`config.mk`:
```
export PLATFORM = sky130hd
export DESIGN_NAME = gpio_ports_b_c_d
export DESIGN_NICKNAME = d
export VERILOG_FILES = /design/src/gpio_ports_b_c_d.v
export VERILOG_INCLUDE_DIRS = /design/src /design/src/src
export SDC_FILE = /design/constraint.sdc
export NUM_CORES = 1
export LEC_CHECK = 0
export ABC_CLOCK_PERIOD_IN_PS = 1450
export BUFFER_PORTS_ARGS = -buffer_cell sky130_fd_sc_hd__clkbuf_2
export CAP_MARGIN = 15
export CORE_MARGIN = 5
export CORE_UTILIZATION = 47
export DETAILED_ROUTE_END_ITERATION = 10
export PLACE_DENSITY_LB_ADDON = 0.05
export SETUP_SLACK_MARGIN = 0.05
export SLEW_MARGIN = 30
export SYNTH_ARGS = -nofsm -noshare
export SYNTH_HDL_FRONTEND = slang
export SYNTH_SLANG_ARGS = --single-unit
```
`constraint.sdc`:
```
create_clock -name i_sys_clk -period 1.45 [get_ports i_sys_clk]
set_input_delay 0.29 -clock i_sys_clk [delete_from_list [all_inputs] [get_ports i_sys_clk]]
set_output_delay 0.29 -clock i_sys_clk [all_outputs]
set_load 0.01 [all_outputs]
```
`src/gpio_bcd_defs.vh`:
```
// Register offsets, field positions and reset values for the port B/C/D block
`ifndef GPIO_BCD_DEFS_VH
`define GPIO_BCD_DEFS_VH

// ----------------------------------------------------------------
// Register addresses
// ----------------------------------------------------------------
`define ADDR_B_DATA      8'h06
`define ADDR_C_DATA      8'h07
`define ADDR_D_DATA      8'h08
`define ADDR_OPTION      8'h81
`define ADDR_B_DIR       8'h86
`define ADDR_C_DIR       8'h87
`define ADDR_D_DIR       8'h88
`define ADDR_E_DIR       8'h89
`define ADDR_IRQ_CTRL    8'h0B

// ----------------------------------------------------------------
// Field positions
// ----------------------------------------------------------------
`define OPT_PULLUP_DIS   7
`define OPT_EDGE_SEL     6
`define E_SLAVE_MODE     4
`define IRQ_CHANGE_FLAG  0
`define IRQ_EXT_FLAG     1

// ----------------------------------------------------------------
// Reset values
// ----------------------------------------------------------------
`define RST_DIR          8'hFF
`define RST_OPTION       8'hFF
`define RST_E_DIR        8'h07
`define RST_DATA         8'h00

`endif

```
`src/gpio_ports_b_c_d.v`:
```
// General purpose I/O ports B, C and D with register access
`timescale 1ns/100ps
`include "gpio_bcd_defs.vh"

module gpio_ports_b_c_d #(
    parameter HAS_PORT_D = 1
) (
    input  wire       i_sys_clk,
    input  wire       i_rst_n,
    input  wire       i_por_n,
    input  wire [7:0] i_addr,
    input  wire [7:0] i_wdata,
    input  wire       i_wr,
    input  wire       i_rd,
    output reg  [7:0] o_rdata,
    input  wire [7:0] i_pin_b,
    output reg  [7:0] o_pin_b,
    output reg  [7:0] o_pin_b_oe_n,
    output reg  [7:0] o_pin_b_pullup,
    input  wire [7:0] i_pin_c,
    output reg  [7:0] o_pin_c,
    output reg  [7:0] o_pin_c_oe_n,
    input  wire [7:0] i_pin_d,
    output reg  [7:0] o_pin_d,
    output reg  [7:0] o_pin_d_oe_n,
    input  wire       i_prog_mode,
    input  wire       i_prog_data_out,
    input  wire       i_prog_data_oe,
    output reg        o_prog_clk,
    output reg        o_prog_data,
    input  wire [7:0] i_periph_c_en,
    input  wire [7:0] i_periph_c_out_en,
    input  wire [7:0] i_periph_c_out,
    output reg  [7:0] o_periph_c_in,
    input  wire       i_slave_drive,
    input  wire       i_slave_latch,
    output reg  [7:0] o_slave_data_in,
    output reg        o_slave_mode,
    output reg        o_ext_irq_edge,
    output reg        o_ext_irq_pin,
    output reg        o_change_irq
);

    // ----------------------------------------------------------------
    // Registers
    // ----------------------------------------------------------------
    reg  [7:0] b_data_q;
    reg  [7:0] c_data_q;
    reg  [7:0] d_data_q;
    reg  [7:0] b_dir_q;
    reg  [7:0] c_dir_q;
    reg  [7:0] d_dir_q;
    reg  [7:0] e_dir_q;
    reg  [7:0] option_q;
    reg  [7:0] b_last_read_q;
    reg        change_flag_q;
    reg        ext_flag_q;
    reg        ext_pin_prev_q;
    reg  [7:0] rdata_d;

    wire       wr_b   = i_wr && (i_addr == `ADDR_B_DATA);
    wire       rd_b   = i_rd && (i_addr == `ADDR_B_DATA);
    wire       wr_irq = i_wr && (i_addr == `ADDR_IRQ_CTRL);
    wire       slave_mode = (HAS_PORT_D != 0) && e_dir_q[`E_SLAVE_MODE];

    // Effective port C direction; peripheral overrides win
    wire [7:0] c_dir_eff = (i_periph_c_en & ~i_periph_c_out_en) |
                           (~i_periph_c_en & c_dir_q);

    // Mismatch only on input-configured upper pins
    wire [3:0] mismatch  = (i_pin_b[7:4] ^ b_last_read_q[7:4]) & b_dir_q[7:4];
    wire       change_ev = |mismatch;

    // External interrupt edge: option bit 6 set selects rising
    wire       ext_ev = option_q[`OPT_EDGE_SEL] ? (i_pin_b[0] & ~ext_pin_prev_q)
                                                : (~i_pin_b[0] & ext_pin_prev_q);

    // Port B enables as they will be driven; pull-ups follow these, not the raw
    // direction, so programming mode cannot leave a pull-up on a driven pin
    wire [7:0] b_oe_n_d = i_prog_mode ? {~i_prog_data_oe, 1'b1, b_dir_q[5:0]}
                                      : b_dir_q;

    // ----------------------------------------------------------------
    // Data latches
    // Survive warm resets; only power-on clears them
    // ----------------------------------------------------------------
    always @(posedge i_sys_clk) begin
        if (!i_por_n) begin
            b_data_q <= `RST_DATA;
            c_data_q <= `RST_DATA;
            d_data_q <= `RST_DATA;
        end else begin
            if (wr_b) begin
                b_data_q <= i_wdata;
            end
            if (i_wr && (i_addr == `ADDR_C_DATA)) begin
                c_data_q <= i_wdata;
            end
            if (HAS_PORT_D != 0) begin
                if (slave_mode && i_slave_latch) begin
                    d_data_q <= i_pin_d;
                end else if (i_wr && (i_addr == `ADDR_D_DATA)) begin
                    d_data_q <= i_wdata;
                end
            end
        end
    end

    // ----------------------------------------------------------------
    // Control registers
    // ----------------------------------------------------------------
    always @(posedge i_sys_clk) begin
        if (!i_rst_n || !i_por_n) begin
            b_dir_q        <= `RST_DIR;
            c_dir_q        <= `RST_DIR;
            d_dir_q        <= `RST_DIR;
            e_dir_q        <= `RST_E_DIR;
            option_q       <= `RST_OPTION;
            b_last_read_q  <= 8'h00;
            change_flag_q  <= 1'b0;
            ext_flag_q     <= 1'b0;
            // Idle level of a pulled-up pin; avoids a false rising edge after reset
            ext_pin_prev_q <= 1'b1;
        end else begin
            if (i_wr && (i_addr == `ADDR_B_DIR)) begin
                b_dir_q <= i_wdata;
            end
            if (i_wr && (i_addr == `ADDR_C_DIR)) begin
                c_dir_q <= i_wdata;
            end
            if ((HAS_PORT_D != 0) && i_wr && (i_addr == `ADDR_D_DIR)) begin
                d_dir_q <= i_wdata;
            end
            if ((HAS_PORT_D != 0) && i_wr && (i_addr == `ADDR_E_DIR)) begin
                e_dir_q <= {3'h0, i_wdata[4], 1'b0, i_wdata[2:0]};
            end
            if (i_wr && (i_addr == `ADDR_OPTION)) begin
                option_q <= i_wdata;
            end
            // Any port B access ends the mismatch by latching the pins
            if (rd_b || wr_b) begin
                b_last_read_q <= i_pin_b;
            end
            ext_pin_prev_q <= i_pin_b[0];
            // Set wins over a software clear in the same cycle
            if (change_ev) begin
                change_flag_q <= 1'b1;
            end else if (wr_irq) begin
                change_flag_q <= i_wdata[`IRQ_CHANGE_FLAG];
            end
            if (ext_ev) begin
                ext_flag_q <= 1'b1;
            end else if (wr_irq) begin
                ext_flag_q <= i_wdata[`IRQ_EXT_FLAG];
            end
        end
    end

    // ----------------------------------------------------------------
    // Read data
    // ----------------------------------------------------------------
    always @* begin
        case (i_addr)
            `ADDR_B_DATA:   rdata_d = i_pin_b;
            `ADDR_C_DATA:   rdata_d = i_pin_c;
            `ADDR_D_DATA:   rdata_d = (HAS_PORT_D != 0) ? i_pin_d : 8'h00;
            `ADDR_OPTION:   rdata_d = option_q;
            `ADDR_B_DIR:    rdata_d = b_dir_q;
            `ADDR_C_DIR:    rdata_d = c_dir_q;
            `ADDR_D_DIR:    rdata_d = (HAS_PORT_D != 0) ? d_dir_q : 8'h00;
            `ADDR_E_DIR:    rdata_d = (HAS_PORT_D != 0) ? e_dir_q : 8'h00;
            `ADDR_IRQ_CTRL: rdata_d = {6'h00, ext_flag_q, change_flag_q};
            default:        rdata_d = 8'h00;
        endcase
    end

    // ----------------------------------------------------------------
    // Pin drivers, all registered
    // ----------------------------------------------------------------
    always @(posedge i_sys_clk) begin
        if (!i_rst_n || !i_por_n) begin
            o_rdata         <= 8'h00;
            o_pin_b         <= 8'h00;
            o_pin_b_oe_n    <= 8'hFF;
            o_pin_b_pullup  <= 8'h00;
            o_pin_c         <= 8'h00;
            o_pin_c_oe_n    <= 8'hFF;
            o_pin_d         <= 8'h00;
            o_pin_d_oe_n    <= 8'hFF;
            o_prog_clk      <= 1'b0;
            o_prog_data     <= 1'b0;
            o_periph_c_in   <= 8'h00;
            o_slave_data_in <= 8'h00;
            o_slave_mode    <= 1'b0;
            o_ext_irq_edge  <= 1'b1;
            o_ext_irq_pin   <= 1'b0;
            o_change_irq    <= 1'b0;
        end else begin
            o_rdata <= i_rd ? rdata_d : 8'h00;
            // Programming mode takes pins 6/7; pin 7 driven only when asked
            if (i_prog_mode) begin
                o_pin_b      <= {i_prog_data_out, b_data_q[6:0]};
            end else begin
                o_pin_b      <= b_data_q;
            end
            o_pin_b_oe_n   <= b_oe_n_d;
            o_pin_b_pullup <= b_oe_n_d & {8{~option_q[`OPT_PULLUP_DIS]}};
            o_prog_clk     <= i_prog_mode & i_pin_b[6];
            o_prog_data    <= i_prog_mode & i_pin_b[7];
            // Peripheral value replaces the latch on overridden outputs
            o_pin_c        <= (i_periph_c_en & i_periph_c_out) |
                              (~i_periph_c_en & c_data_q);
            o_pin_c_oe_n   <= c_dir_eff;
            o_periph_c_in  <= i_pin_c & i_periph_c_en;
            o_pin_d        <= (HAS_PORT_D != 0) ? d_data_q : 8'h00;
            if (HAS_PORT_D == 0) begin
                o_pin_d_oe_n <= 8'hFF;
            end else if (slave_mode) begin
                o_pin_d_oe_n <= {8{~i_slave_drive}};
            end else begin
                o_pin_d_oe_n <= d_dir_q;
            end
            o_slave_data_in <= slave_mode ? i_pin_d : 8'h00;
            o_slave_mode    <= slave_mode;
            o_ext_irq_edge  <= option_q[`OPT_EDGE_SEL];
            o_ext_irq_pin   <= ext_flag_q;
            o_change_irq    <= change_flag_q;
        end
    end

endmodule

```
==> results of run 1 <==
## power breakdown
part	total (mW)	internal (mW)	switching, mW
clock	4.50	2.80	1.70
combinational	0.600	0.248	0.352
sequential	4.24	4.23	0.00989
## layout make-up
| class | instances | share of cell area |
|---|---|---|
| clock buffer | 21 | 0.0615 |
| clock inverter | 11 | 0.0194 |
| multi-input combinational | 435 | 0.323 |
| sequential | 153 | 0.409 |
| tap | 147 | 0.0246 |
| timing repair buffer | 208 | 0.162 |
## timing repair
item                                   in CTS  in global routing
setup buffers                               0                  0
endpoints found under the hold margin       0                  0
resized for setup                           0                  1
setup endpoints to repair                   0                  1
## metrics by stage
step	setup TNS (ps)	setup WS [ps]
2_1_floorplan	0	56.8
3_3_place_gp	-5390	-262
3_5_place_dp	-6720	-235
4_1_cts	0	160
5_1_grt	0	98.3
6_report	0	178
## worst reg2reg max path, delay by kind of cell (launching register included)
kind / cells / cell delay [ps]
simple gates: 2 / 150
compound gates: 2 / 350
mux: 1 / 280
flops: 1 / 370
## cells in the mapped netlist, types with 2 or more instances
master	number	share of area
a211oi_1	3	0.0039
a21boi_0	6	0.0079
a21boi_1	10	0.013
a21oi_1	9	0.0079
a221oi_1	3	0.0046
a22o_1	2	0.0031
a22oi_1	14	0.018
a31oi_1	12	0.013
a32oi_1	2	0.0031
and2_1	21	0.023
and3_1	29	0.032
buf_1	3	0.0020
buf_2	15	0.013
buf_4	10	0.013
clkbuf_1	14	0.0092
dfxtp_1	153	0.54
mux2_2	2	0.0039
mux2i_1	23	0.040
nand2_1	127	0.084
nand2b_1	11	0.012
nand3_1	64	0.056
nor2_1	37	0.024
nor2b_1	2	0.0022
nor3_1	3	0.0026
nor4b_2	2	0.0053
o21ai_0	27	0.024
o21ai_1	5	0.0044
o22ai_1	2	0.0022
xor2_1	4	0.0061
## metal layers
layer	track usage	wire length (µm)
met5	0	0
met4	0.0923	376
met3	0.0622	1420
met2	0.395	8070
met1	0.345	8160
## worst min path at each step
stage                 startpoint        endpoint  slack, ps  cells past startpoint
2_1_floorplan         i_pin_b[0]  ext_pin_prev_q        390                      1
3_3_place_gp         b_data_q[2]     b_data_q[2]        440                      2
3_5_place_dp         b_data_q[2]     b_data_q[2]        460                      2
4_1_cts        i_periph_c_out[2]      o_pin_c[2]         90                      3
5_1_grt        i_periph_c_out[0]      o_pin_c[0]        110                      3
6_report       i_periph_c_out[2]      o_pin_c[2]        110                      3
## kinds of logic after synthesis
logic type / Yosys count / share of synthesized area
multiplexers: 25 / 0.0443
XOR/XNOR: 4 / 0.00614
flip-flops: 153 / 0.537
AND/OR/NAND/NOR: 307 / 0.260
buffers and inverters: 44 / 0.0403
AO/OA/AOI/OAI: 99 / 0.112
## sequential cells by signal, indices dropped and copies added, names as in the netlist, 4 cells and up
register and flops:
e_dir_q 4, c_data_q 8, o_pin_b_pullup 8, o_slave_data_in 8
o_pin_c_oe_n 8, d_data_q 8, b_data_q 8, option_q 8
o_pin_d 8, o_pin_c 8, o_rdata 8, o_periph_c_in 8
c_dir_q 8, o_pin_d_oe_n 8, d_dir_q 8, o_pin_b 8
o_pin_b_oe_n 8, b_dir_q 8, b_last_read_q 4
==> flow_summary_export.csv, run 1 <==
group,metric,value,unit
status,status,"completed",
setup_path,worst_path_most_repeated_cell,"a32oi_1",
floorplanning,num_rows,40,
setup_path,endpoint,"o_rdata[2]",
logic_synthesis,synth_cell_types,46,
cells_and_area,multi_input_area,2420,µm²
power_and_ir_drop,finalPower,9.34,mW
routing,firstDrtPassIters,5,
routing,drc_errors,0,
setup_path,cp-end-kind,"flop",
setup_path,startpoint,"d_dir_q[2]",
sta,hold_violations,0,
routing,viasPerCell,5.35,
grt,grt_max_degree,44,
flow_run,drv_cap,0,
sta,min_period,1270,ps
setup_path,cp_max_fo,3,
placed_design,gp_congestion,0.911,
sta,fin_crit_sh,0.877,
logic_synthesis,ys_warn_count,0,
power_and_ir_drop,leakagePower,3.53,nW
cells_and_area,final_cells,975,
setup_path,path_class,"reg -> reg",
setup_path,cp.arrival,1580,ps
grt,grt_pass1_wl,28000,µm
logic_synthesis,synth_nets,706,
sta,setup_viol,0,
floorplanning,die-area,14400,µm²
clocking,clock_path_buffers,2,
setup_path,crit_cells,5,
cells_and_area,mostFrequentLayoutCells,"clkbuf_2, dfxtp_1, nand2_1, nand3_1, buf_4",
sta,hold_slack,109,ps
cells_and_area,fin_nets,889,
routing,drt-initial-drc-count,351,
routing,wl_per_cell,18.5,µm
routing,via_count,5214,
grt,grt.overflow.total,0,
cells_and_area,area.growth.synth_to_final,31.2,%
sta,maxSlewHeadroom,0.730,
logic_synthesis,ys_seq_area_frac,0.537,
clocking,cts_buffers,17,
routing,wl,18000,µm
setup_path,start_kind,"flop",
cells_and_area,drive_gt1_frac,0.303,
logic_synthesis,syn_area,5710,µm²
routing,ant_nets,0,
setup_path,worst_path_max_delay_cell,"dfxtp_1",
hold_path,hp-class,"in -> reg",
placed_design,dp_hpwl,13700,µm
floorplanning,top_level_ports,160,
placed_design,place_area,6880,µm²
cells_and_area,fillers,1064,
setup_path,r2r_setup_slack,180,ps
clocking,path_clk_slew,60,ps
logic_synthesis,ys_ff_latch,153,
placed_design,place_inst,943,
setup_path,reg2regPathDepth,5,
setup_path,crit_buf_inv,0,
clocking,cts.hold.buffers_added,0,
floorplanning,start_util,0.477,
logic_synthesis,avgSynthCellArea,9.03,µm²
cells_and_area,seqCellArea,3060,µm²
setup_path,critPathMaxStageDelay,370,ps
power_and_ir_drop,vdd_drop_max,621,µV
clocking,clockRootBuffer,"clkbuf_16",
floorplanning,die_h,120,µm
grt,grt_use_total,0.254,
cells_and_area,fin_area,7490,µm²
sta,skew,6.46,ps
placed_design,io_buffers,159,
logic_synthesis,synth_edf_count,0,
clocking,cts_htree_levels,4,
grt,grt_antenna_before_repair,0,
power_and_ir_drop,power.density,1250,nW/µm²
setup_path,regToRegStartpoint,"d_dir_q[2]",
cells_and_area,diodes,0,
sta,rsz0062_at_grt,"false",
logic_synthesis,async_reset_ff_frac,0,
cells_and_area,layout_commonest_cell,"clkbuf_2",
clocking,clk_latency,420,ps
floorplanning,core-area,12000,µm²
sta,worst_pin_slew,406,ps
logic_synthesis,netlist_instances,632,
logic_synthesis,synthFlopType,"dfxtp_1",
setup_path,crit_path_cell_trace,"mux2_2, a32oi_1, nand3_1, a32oi_1, nor2_1",
sta,slew_viol_final,0,
sta,fmax,786,MHz
clocking,clock-sinks,153,
clocking,cts_tree,"built",
setup_path,path_delay_family,"flip-flops",
cells_and_area,fin_util,0.626,
grt,grt_pass1_vias,5073,
setup_path,rr_endpoint,"o_rdata[2]",
floorplanning,die_x,120,µm
setup_path,critPathRequiredTime,1760,ps
(Power assumes the default switching activity.)
==> inputs of run 2 (changes only) <==
--- a/config.mk
+++ b/config.mk
@@ -13,6 +13,7 @@
 export CORE_UTILIZATION = 47
 export DETAILED_ROUTE_END_ITERATION = 10
 export PLACE_DENSITY_LB_ADDON = 0.05
+export REMOVE_ABC_BUFFERS = 1
 export SETUP_SLACK_MARGIN = 0.05
 export SLEW_MARGIN = 30
 export SYNTH_ARGS = -nofsm -noshare
==> run 2 against run 1 <==
Compared with the run above:
- clock-buffer cell count decreased by 1
- clock power fell by 8.2%
- global-route usage decreased by 0.21 points
- critical endpoint is now o_rdata[6]
==> flow_summary_export.csv, run 2 (synthesis gave the netlist of run 1 again) <==
group,metric,value,unit
floorplanning,die-area,14400,µm²
routing,via_count,5197,
cells_and_area,final_cells,974,
setup_path,cp.arrival,1630,ps
grt,grt_pass1_vias,5010,
grt,grt_pass1_wl,27700,µm
clocking,cts.hold.buffers_added,0,
cells_and_area,area.growth.synth_to_final,30.6,%
floorplanning,core-area,12000,µm²
cells_and_area,diodes,0,
sta,worst_pin_slew,397,ps
sta,fin_crit_sh,0.894,
routing,wl_per_cell,18.3,µm
hold_path,hp-class,"in -> reg",
routing,drc_errors,0,
floorplanning,num_rows,40,
clocking,clockRootBuffer,"clkbuf_16",
clocking,clock-sinks,153,
setup_path,start_kind,"input pin",
floorplanning,start_util,0.477,
setup_path,cp_max_fo,10,
sta,min_period,1300,ps
routing,ant_nets,0,
flow_run,drv_cap,0,
routing,firstDrtPassIters,5,
setup_path,path_class,"in -> reg",
placed_design,gp_congestion,0.905,
sta,hold_violations,0,
cells_and_area,fillers,1068,
clocking,clk_latency,420,ps
grt,grt_max_degree,43,
power_and_ir_drop,leakagePower,3.51,nW
setup_path,critPathRequiredTime,1780,ps
power_and_ir_drop,finalPower,8.97,mW
floorplanning,die_x,120,µm
cells_and_area,mostFrequentLayoutCells,"clkbuf_2, dfxtp_1, nand2_1, nand3_1, buf_4",
floorplanning,top_level_ports,160,
routing,wl,17800,µm
cells_and_area,fin_nets,890,
cells_and_area,fin_util,0.623,
clocking,path_clk_slew,60,ps
cells_and_area,layout_commonest_cell,"clkbuf_2",
cells_and_area,drive_gt1_frac,0.304,
grt,grt_use_total,0.252,
power_and_ir_drop,vdd_drop_max,824,µV
sta,fmax,771,MHz
status,status,"completed",
placed_design,place_inst,944,
grt,grt.overflow.total,0,
clocking,cts_tree,"built",
routing,drt-initial-drc-count,346,
sta,maxSlewHeadroom,0.735,
clocking,cts_htree_levels,4,
sta,rsz0062_at_grt,"false",
power_and_ir_drop,power.density,1200,nW/µm²
routing,viasPerCell,5.34,
sta,slew_viol_final,0,
grt,grt_antenna_before_repair,0,
placed_design,io_buffers,159,
floorplanning,die_h,120,µm
placed_design,dp_hpwl,13600,µm
sta,setup_viol,0,
sta,skew,7.74,ps
clocking,cts_buffers,17,
clocking,clock_path_buffers,2,
setup_path,cp-end-kind,"flop",
[run 2: changes by cell type in the layout (fill, tap and decap cells not counted), sizes merged]
cell,before,now
bufinv,3,1
buf,49,50
clkinvlp,0,3
clkbuf,180,179
clkinv,7,5
[run 2: cell type report]
type                    instances  area (µm²)  share of cell area
clock buffers                  20         457              0.0613
clock inverters                10        97.6              0.0131
multi-input cells             435        2430               0.326
flip-flops and latches        153        3060               0.411
well taps                     147         184              0.0247
repair buffers                209        1220               0.164
[run 2: routing by layer]
metal / GRT usage / share of wire / up-vias
li1: - / - / 2538
met1: 0.327 / 0.44 / 2442
met2: 0.406 / 0.47 / 190
met3: 0.0594 / 0.068 / 27
met4: 0.101 / 0.019 / 0
met5: 0 / 0 / -
[run 2: worst max-delay path, cell delays in order]
cell and delay (ps):
clkbuf_2 170, buf_4 180, nor4b_4 230, buf_4 160
buf_4 110, nand2_1 60, a31oi_2 220, a21oi_1 60
nor2_1 150
[run 2: what timing repair did]
action	in CTS	in global routing
buffers inserted	0	0
endpoints found under the setup margin	0	1
gates resized for setup	0	2
[run 2: per-stage QoR]
step | instance area (µm²) | hold slack, ps | setup slack, ps | setup TNS (ps)
floorplan | 5480 | 386 | -726 | -28660
global placement | 6880 | 438 | -334 | -8980
detailed placement | 6880 | 448 | -289 | -8910
CTS | 7440 | 90.3 | 134 | 0
global route | 7450 | 113 | 63.9 | 0
finish | 7450 | 104 | 154 | 0
[run 2: power breakdown]
group,internal (mW),switching (mW),total (mW)
Sequential,4.23,0.00963,4.24
Clock,2.44,1.70,4.13
Combinational,0.247,0.345,0.591
[run 2: worst paths after layout]
kind / start / to / slack [ps] / cells after the start
min: i_periph_c_out[0] / o_pin_c[0] / 100 / 3
min reg2reg: b_data_q[2] / b_data_q[2] / 450 / 2
max: i_addr[3] / o_rdata[6] / 150 / 9
max reg2reg: d_dir_q[2] / o_rdata[2] / 180 / 5
==> inputs of run 3 (changes only) <==
--- a/config.mk
+++ b/config.mk
@@ -6,11 +6,11 @@
 export SDC_FILE = /design/constraint.sdc
 export NUM_CORES = 1
 export LEC_CHECK = 0
-export ABC_CLOCK_PERIOD_IN_PS = 1450
+export ABC_CLOCK_PERIOD_IN_PS = 1400
 export BUFFER_PORTS_ARGS = -buffer_cell sky130_fd_sc_hd__clkbuf_2
 export CAP_MARGIN = 15
 export CORE_MARGIN = 5
-export CORE_UTILIZATION = 47
+export CORE_UTILIZATION = 52
 export DETAILED_ROUTE_END_ITERATION = 10
 export PLACE_DENSITY_LB_ADDON = 0.05
 export REMOVE_ABC_BUFFERS = 1
==> constraint.sdc (replaced) <==
create_clock -name i_sys_clk -period 1.4 [get_ports i_sys_clk]
set_input_delay 0.14 -clock i_sys_clk [delete_from_list [all_inputs] [get_ports i_sys_clk]]
set_output_delay 0.14 -clock i_sys_clk [all_outputs]
set_load 0.01 [all_outputs]
==> run 3 against run 2 <==
Compared with the run above:
- core utilization grew 14 points
- hold slack got worse by 72 ps
- largest cell class unchanged
- worst setup slack lost 59 ps
- die area fell by 8.8%
- wire length grew 13%
- highest routed layer unchanged
- total power increased by 8.0%
- global-route usage up 5.6 points
- via count rose by 10%
- critical path depth decreased by 4
==> flow_summary_export.csv, run 3 (synthesis gave the netlist of run 1 again) <==
group,metric,value,unit
power_and_ir_drop,internal-power,7.25,mW
sta,fmax,766,MHz
cells_and_area,drive_gt1_frac,0.271,
setup_path,critPathRequiredTime,1800,ps
power_and_ir_drop,combinationalPowerShare,0.081,
cells_and_area,final_cells,1039,
cells_and_area,fin_util,0.760,
sta,hold_violations,0,
clocking,cts_htree_levels,4,
routing,viasPerCell,5.51,
floorplanning,core-area,10800,µm²
power_and_ir_drop,sw_frac_of_total,0.252,
routing,wl,20000,µm
hold_path,hp-class,"in -> reg",
routing,drt-initial-drc-count,442,
setup_path,cp_max_fo,3,
routing,drc_errors,0,
clocking,cts_tree,"built",
clocking,clock_path_buffers,2,
sta,setup_ws,94.8,ps
floorplanning,die-area,13200,µm²
clocking,cts_buffers,17,
power_and_ir_drop,power.density,1180,nW/µm²
power_and_ir_drop,vdd_drop_max,754,µV
placed_design,io_buffers,159,
setup_path,path_class,"reg -> reg",
sta,setup_viol,0,
floorplanning,die_x,115,µm
routing,ant_nets,0,
placed_design,dp_slack,-129,ps
power_and_ir_drop,clkPwrFrac,0.466,
cells_and_area,fillers,748,
routing,firstDrtPassIters,8,
power_and_ir_drop,seq_power_share,0.453,
grt,grt.overflow.total,0,
placed_design,place_inst,926,
sta,maxSlewHeadroom,0.740,
sta,final.setup.tns,0,ps
sta,fin_crit_sh,0.932,
setup_path,reg2regPathDepth,5,
clocking,clk_latency,530,ps
sta,skew,9.30,ps
floorplanning,die_h,115,µm
routing,wl_per_cell,19.3,µm
setup_path,cp-end-kind,"flop",
clocking,cts_setup_buffers,0,
power_and_ir_drop,finalPower,9.68,mW
sta,min_period,1310,ps
grt,grt_pass1_wl,31100,µm
power_and_ir_drop,switchingPower,2.44,mW
grt,grt_use_total,0.308,
grt,grt_pass1_vias,5750,
floorplanning,num_rows,38,
grt,grt_max_degree,40,
clocking,path_clk_slew,70,ps
cells_and_area,mostFrequentLayoutCells,"clkbuf_2, dfxtp_1, nand2_1, dlygate4sd3_1, nand3_1",
clocking,clock-sinks,153,
clocking,clockRootBuffer,"clkbuf_8",
sta,slew_viol_final,0,
cells_and_area,area.growth.synth_to_final,43.8,%
hold_path,whs_path_depth,3,
sta,worst_pin_slew,388,ps
cells_and_area,fin_nets,960,
grt,grt_antenna_before_repair,0,
setup_path,cp.arrival,1700,ps
setup_path,start_kind,"flop",
flow_run,drv_cap,0,
power_and_ir_drop,leakagePower,3.82,nW
routing,via_count,5727,
sta,rsz0062_at_grt,"true",
floorplanning,start_util,0.529,
placed_design,dp_hpwl,12900,µm
cells_and_area,diodes,0,
cells_and_area,layout_commonest_cell,"clkbuf_2",
placed_design,gp_congestion,0.889,
status,status,"completed",
floorplanning,top_level_ports,160,
-- run 3: cell count changes in the layout (fill, tap and decap cells not counted), moves of 2 or more --
cell and delta:
clkinv_2 -2, clkinvlp_4 -3, inv_8 +3, dfxtp_2 +2, buf_4 -12, dfxtp_1 -2
inv_6 +5, dlygate4sd3_1 +81
-- run 3: stage by stage --
step           area [µm²]  hold WS, ps
2_1_floorplan        5480          236
3_3_place_gp         6800          376
3_5_place_dp         6800          391
4_1_cts              8190         3.47
5_1_grt              8200         28.7
6_report             8200         32.4
-- run 3: timing repair --
item	CTS	global route
endpoints found under the setup margin	0	6
endpoints found under the hold margin	62	0
gates resized for setup	0	4
hold buffers	81	0
-- run 3: worst paths after layout --
path | slack (ps) | from | end
worst max-delay path | 90 | d_dir_q[2] | o_rdata[2]
worst min-delay path | 30 | i_addr[7] | o_rdata[7]
worst max register to register | 90 | d_dir_q[2] | o_rdata[2]
worst min register to register | 460 | b_data_q[3] | b_data_q[3]
-- run 3: per-layer routing --
metal	up-vias	track usage	wire length, µm
met3	37	0.0595	1500
met5	-	0	0
li1	2684	-	-
met4	0	0.103	410
met2	286	0.537	10000
met1	2720	0.384	8100
-- run 3: cell type report --
type	count	area, µm²	share of cell area
Timing Repair Buffer	279	1960	0.239
Tap cell	140	175	0.0214
Clock inverter	14	151	0.0185
Multi-Input combinational cell	435	2420	0.295
Clock buffer	18	428	0.0522
Sequential cell	153	3070	0.374
-- run 3: power by group through the flow --
stage / Sequential, mW / Clock, mW / Combinational, mW
6_report: 4.39 / 4.51 / 0.783
5_1_grt: 4.39 / 4.75 / 0.830
4_1_cts: 4.39 / 4.52 / 0.747
3_5_place_dp: 4.49 / 0 / 0.581
3_3_place_gp: 4.49 / 0 / 0.579
2_1_floorplan: 4.50 / 0 / 0.186
-- run 3: worst max-delay path, cell delays in order (launching register included) --
cell and delay, ps:
dfxtp_2 340, mux2_2 260, a32oi_1 170, nand3_1 140, a32oi_1 180, nor2_1 90
